[config.mk]
export PLATFORM = sky130hd
export DESIGN_NAME = zone_table_flat
export DESIGN_NICKNAME = d
export VERILOG_FILES = /design/src/hw/zone_checker_pkg.sv /design/src/hw/zone_store_if.sv /design/src/hw/zone_table.sv /design/src/flat_wrapper.sv
export SDC_FILE = /design/constraint.sdc
export NUM_CORES = 1
export LEC_CHECK = 0
export BUFFER_PORTS_ARGS = -buffer_cell sky130_fd_sc_hd__buf_2
export CAP_MARGIN = 15
export CORE_MARGIN = 10
export CORE_UTILIZATION = 40
export CTS_BUF_LIST = sky130_fd_sc_hd__clkbuf_16
export DETAILED_ROUTE_END_ITERATION = 8
export SETUP_SLACK_MARGIN = 0.5
export SLEW_MARGIN = 0
export SYNTH_ARGS = -nofsm -noshare
export SYNTH_HDL_FRONTEND = slang
export SYNTH_SLANG_ARGS = --single-unit
export TNS_END_PERCENT = 1
[constraint.sdc]
create_clock -name i_clk -period 2.9 [get_ports i_clk]
set_clock_uncertainty 0.1 [all_clocks]
set_input_delay 0.29 -clock i_clk [delete_from_list [all_inputs] [get_ports i_clk]]
set_output_delay 0.29 -clock i_clk [all_outputs]
set_load 0.03 [all_outputs]
[src/hw/zone_checker_pkg.sv]
// Purpose: Types shared by the zone checker modules.
// Assumes: Nothing beyond the constants header.
// Notes:   Condition codes match the zone condition field values of a report.
package zone_checker_pkg;
	typedef enum logic [2:0] {
		zone_state_empty       = 3'h1,
		zone_state_auto_opened = 3'h2,
		zone_state_host_opened = 3'h3,
		zone_state_closed      = 3'h4,
		zone_state_full        = 3'h5
	} zone_state_t;
	typedef enum logic [2:0] {
		op_read   = 3'h0,
		op_write  = 3'h1,
		op_open   = 3'h2,
		op_close  = 3'h3,
		op_finish = 3'h4,
		op_reset  = 3'h5,
		op_report = 3'h6
	} zone_op_t;
	typedef enum logic [1:0] {
		ctl_idle  = 2'h0,
		ctl_fetch = 2'h1,
		ctl_check = 2'h2,
		ctl_commit = 2'h3
	} ctl_state_t;
endpackage

[src/hw/zone_store_if.sv]
`timescale 1ns/100ps
// Purpose: Carrier between the checker control and the zone table.
// Assumes: One read and one write per clock.
// Notes:   Read data appears one clock after the address.
interface zone_store_if #(parameter int ZW = 4, parameter int AW = 16);
	import zone_checker_pkg::*;
	logic [ZW-1:0] rd_zone;
	zone_state_t   rd_state;
	logic [AW-1:0] rd_wp;
	logic          wr_en;
	logic [ZW-1:0] wr_zone;
	zone_state_t   wr_state;
	logic [AW-1:0] wr_wp;
	modport ctl (output rd_zone, wr_en, wr_zone, wr_state, wr_wp, input rd_state, rd_wp);
	modport mem (input rd_zone, wr_en, wr_zone, wr_state, wr_wp, output rd_state, rd_wp);
endinterface

[src/hw/zone_table.sv]
`timescale 1ns/100ps
// Purpose: Per zone condition and write pointer storage.
// Assumes: Power on image is loaded through the preload port before use.
// Notes:   Contents survive the logic reset, as zone state must persist.
module zone_table
	import zone_checker_pkg::*;
#(
	parameter int ZONES = 16,
	parameter int ZW    = 4,
	parameter int AW    = 16
) (
	input  wire logic  i_clk,
	zone_store_if.mem  store
);
	zone_state_t   state_mem [ZONES];
	logic [AW-1:0] wp_mem    [ZONES];

	// No reset here on purpose: a reset must not forget the zones.
	always_ff @(posedge i_clk) begin
		if (store.wr_en) begin
			state_mem[store.wr_zone] <= store.wr_state;
			wp_mem[store.wr_zone]    <= store.wr_wp;
		end
		store.rd_state <= state_mem[store.rd_zone];
		store.rd_wp    <= wp_mem[store.rd_zone];
	end
endmodule

[src/flat_wrapper.sv]
// flat-port wrapper written by rule: the top's interface ports become plain ports
module zone_table_flat import zone_checker_pkg::*;
#(
	parameter int ZONES = 16,
	parameter int ZW    = 4,
	parameter int AW    = 16
)
  (i_clk, store_rd_zone, store_wr_en, store_wr_zone, store_wr_state, store_wr_wp, store_rd_state, store_rd_wp);
  zone_store_if #(.ZW(ZW), .AW(AW)) store_i ();
  input  wire logic i_clk;
  input wire logic [$bits(store_i.rd_zone)-1:0] store_rd_zone;
  input wire logic [$bits(store_i.wr_en)-1:0] store_wr_en;
  input wire logic [$bits(store_i.wr_zone)-1:0] store_wr_zone;
  input wire logic [$bits(store_i.wr_state)-1:0] store_wr_state;
  input wire logic [$bits(store_i.wr_wp)-1:0] store_wr_wp;
  output wire logic [$bits(store_i.rd_state)-1:0] store_rd_state;
  output wire logic [$bits(store_i.rd_wp)-1:0] store_rd_wp;
  assign store_i.rd_zone = store_rd_zone;
  assign store_i.wr_en = store_wr_en;
  assign store_i.wr_zone = store_wr_zone;
  assign store_i.wr_state = store_wr_state;
  assign store_i.wr_wp = store_wr_wp;
  assign store_rd_state = store_i.rd_state;
  assign store_rd_wp = store_i.rd_wp;
  zone_table #(.ZONES(ZONES), .ZW(ZW), .AW(AW)) u_core (.i_clk(i_clk), .store(store_i));
endmodule
* Yosys cells after proc, flatten, opt, wreduce, memory -nomap -nowiden *
Memories as Yosys holds them, arrays and structs flattened. A register that Yosys moved wholly into a read port is not among the register bits.
Index checks and enable logic that the tools add are counted.

storage, ports and cells
  flip-flop bits (word level) = 0
  RAM bits = 304
  bits of input ports = 29
  output and inout port bits = 19
  word-level logic and storage cells = 4
  memories = 2

operators by class
  muxes and demuxes = 2

memories
  name              words  width  read ports  clocked after memory_dff  write ports  RTL line          source
  u_core.wp_mem     16     16     1           1                         1            zone_table.sv:16  logic [AW-1:0] wp_mem [ZONES];
  u_core.state_mem  16     3      1           1                         1            zone_table.sv:15  zone_state_t state_mem [ZONES];

operators with widths
  operator          number
  2-to-1 mux 1 bit  2

* Longest topological paths before layout *
  depth after elaboration = 2
  gate-level depth with buffers = 6
  mapped depth without buffers = 3

* Worst setup path after synthesis *
OpenSTA, ideal clock, no wires.

  path kind = input -> register
  start = input port store_wr_zone[3]
  end = memory u_core.state_mem[0][0] (netlist bit), enable pin
  library setup time = 0.419 ns
  arrival = 2.137 ns
  required time = 2.381 ns
  setup slack = 0.244 ns
  stages = 2
  path buffers = 0
  cells stage by stage = or3b_2 nor3_1

RTL lines
  what         RTL line            source
  from (decl)  flat_wrapper.sv:13  input wire logic [$bits(store_i.wr_zone)-1:0] store_wr_zone;
  to (decl)    zone_table.sv:15

No word-level cell before the write port.

* Final worst setup path *
  start = register u_core.store.rd_wp[13] (read register of u_core.wp_mem)
  end = output port store_rd_wp[13]

RTL lines
  what         RTL line             source
  from (decl)  zone_store_if.sv:15  modport mem (input rd_zone, wr_en, wr_zone, wr_state, wr_wp, output rd_state, rd_wp);
  to (decl)    flat_wrapper.sv:17   output wire logic [$bits(store_i.rd_wp)-1:0] store_rd_wp;

No word-level cell between the ends.

==> flow_summary.toml <==
[setup_path]
crit_fanout = 1
cp.required_ps = 2510
critPathSlowestCell = "dfxtp_1"
cp_data_arrival_time_ps = 1180
critPathKind = "flop to primary output"
crit_chain = "buf_2"
worst-path-buf-inv = 1
startpoint_type = "flop"
cpPeakStageDelay_ps = 400
cpLargestDelayFamily = "flip-flops"
crit_path_end_kind = "primary output"

[power]
pwr-share-seq = 0.541
p_sw_frac = 0.207
p_sw_mw = 2.01
ir_worst_vdd_uv = 446
power_density_nw_per_um2 = 707
combPwrFrac = 0.055
p_int_mw = 7.70
power_frac_clock = 0.404
power_leakage_nw = 4.46

[logic_synthesis]
yosysWarnings = 0
ys.flop_type = "edfxtp_1"
yosys-top-cells-area = "edfxtp_1, mux4_2, dfxtp_1, a22oi_1, nand2_1"
yosys.area.top_type = "edfxtp_1"
synth_cell_types = 17
syn_area_um2 = 11800
synth_edf_count = 304
yosysSeqAreaShare = 0.803
synth.top_cell.area_share = 0.771
synth_seq_cells = 323
avgSynthCellArea_um2 = 23.4
netlist_instances = 507
ys_async_sr_fraction = 0
syn_nets = 536

[floorplan]
pin_count = 48
rows = 62
core-area_um2 = 28900
die_w_um = 192
dieArea_um2 = 36900
initial_utilization = 0.409
die_h_um = 192

[clock_network]
post_cts_buffers = 0
clk_path_buf_depth = 3
cts-buffers-inserted = 31
holdBufCountCts = 0
htreeDepth = 1
cts_root_buffer = "clkbuf_16"
cts_resized = 0
cts_tree = "yes"
clk_pin_slew_ps = 60
cts_sinks = 323
insertion_delay_ps = 550

[sta]
fin_crit_ps = 1570
hold_viol = 0
worst_pin_slew_ps = 949
finalMaxSlewViolations = 0
fin_ws_ps = 1330
whs_ps = 35.1
setup_violations = 0
max_slew_margin = 0.367
fin_setup_tns_ps = 0
fmax_mhz = 636
rsz0062_at_grt = "false"
fin_crit_sh = 0.542

[placement]
finalWeightedCongestion = 0.745
pre_cts_ws_ps = 757
portBuffers = 47
dpl-instance-area_um2 = 12800
dp_hpwl_um = 15400

[cells_and_area]
drive_gt1_frac = 0.353
mostFrequentLayoutCell = "edfxtp_1"
postLayoutCellArea_um2 = 13800
post-route-util = 0.475
n_antenna_cell = 0
syn_to_final_growth_pct = 16.1
nNetsFinal = 619
final_cell_mix = "edfxtp_1, mux4_2, buf_2"

[detailed_routing]
viasPerCell = 5.45
routedWlPerCell_um = 25.4
vias = 5437
ant_nets = 0
drc = 0
drt-total-wl_um = 25300
drt_first_pass_iters = 4
first_iter_violations = 538

[global_route]
grtUsageTotal = 0.140
grt_max_degree = 77
grt_pass1_vias = 5800
grt_antenna_before_repair = 0
grt_overflow = 0
grt_pass1_wl_um = 38300

[min_path]
hp-class = "primary input to flop"

[run_status]
run_status = "completed"

[run]
drv_cap = 0
state kept, by name, summed over array words and instances, names as in the netlist:
signal / cells
u_core.state_mem: 48
u_core.store.rd_wp: 16
u_core.store.rd_state: 3
u_core.wp_mem: 256
synth_stat cells, types with 2 or more instances:
| master | instances |
|---|---|
| edfxtp_1 | 304 |
| mux4_2 | 76 |
| a22oi_1 | 38 |
| nand2_1 | 20 |
| dfxtp_1 | 19 |
| nor2_1 | 13 |
| clkbuf_1 | 11 |
| buf_2 | 6 |
| buf_6 | 5 |
| nor3_1 | 4 |
| buf_1 | 2 |
| nand2b_1 | 2 |
| nand3b_1 | 2 |
| nor2b_1 | 2 |
power groups by stage:
stage	clock network [mW]	logic, mW	registers (mW)
detailed placement	0	0.543	5.36
global placement	0	0.533	5.35
CTS	4.00	0.543	5.26
global route	4.20	0.576	5.26
floorplan	0	0.254	5.40
finish	3.93	0.531	5.26
cell families after synthesis:
logic type             count (synthesis)  synth area share
AO/OA/AOI/OAI                         38            0.0241
buffers and inverters                 24            0.0114
flip-flops                           323             0.803
multiplexers                          76             0.145
AND/OR/NAND/NOR                       46            0.0172
final timing paths:
| kind | start | endpoint | slack [ps] | cells after the start |
|---|---|---|---|---|
| worst max-delay path | u_core.store.rd_wp[13]$_DFF_P_ | store_rd_wp[13] | 1330 | 1 |
| worst min register to register | u_core.wp_mem[15][3]$_DFFE_PP_ | u_core.store.rd_wp[3]$_DFF_P_ | 580 | 3 |
| worst max register to register | u_core.wp_mem[3][7]$_DFFE_PP_ | u_core.store.rd_wp[7]$_DFF_P_ | 1340 | 3 |
| worst min-delay path | store_wr_wp[12] | u_core.wp_mem[9][12]$_DFFE_PP_ | 40 | 1 |
routing by layer:
layer	wire, µm	vias to the layer above	part of all wire	GRT usage
met2	12400	156	0.49	0.225
met5	0	-	0	0
li1	-	2316	-	-
met1	11100	2932	0.44	0.194
met4	417	0	0.016	0.0352
met3	1440	33	0.057	0.0243
stage by stage:
step	power [mW]	instances
after floorplan	5.66	507
after global placement	5.88	941
after detailed placement	5.90	941
after CTS	9.80	998
after global routing	10.0	998
final	9.72	998
area by class of cell:
cell class / instances / area [µm²]
Clock buffer: 31 / 776
Clock inverter: 26 / 220
Fill cell: 2324 / 15200
Multi-Input combinational cell: 160 / 2260
Sequential cell: 323 / 9510
Tap cell: 384 / 480
Timing Repair Buffer: 74 / 503
No activity file was read; power rests on OpenSTA's default activity.
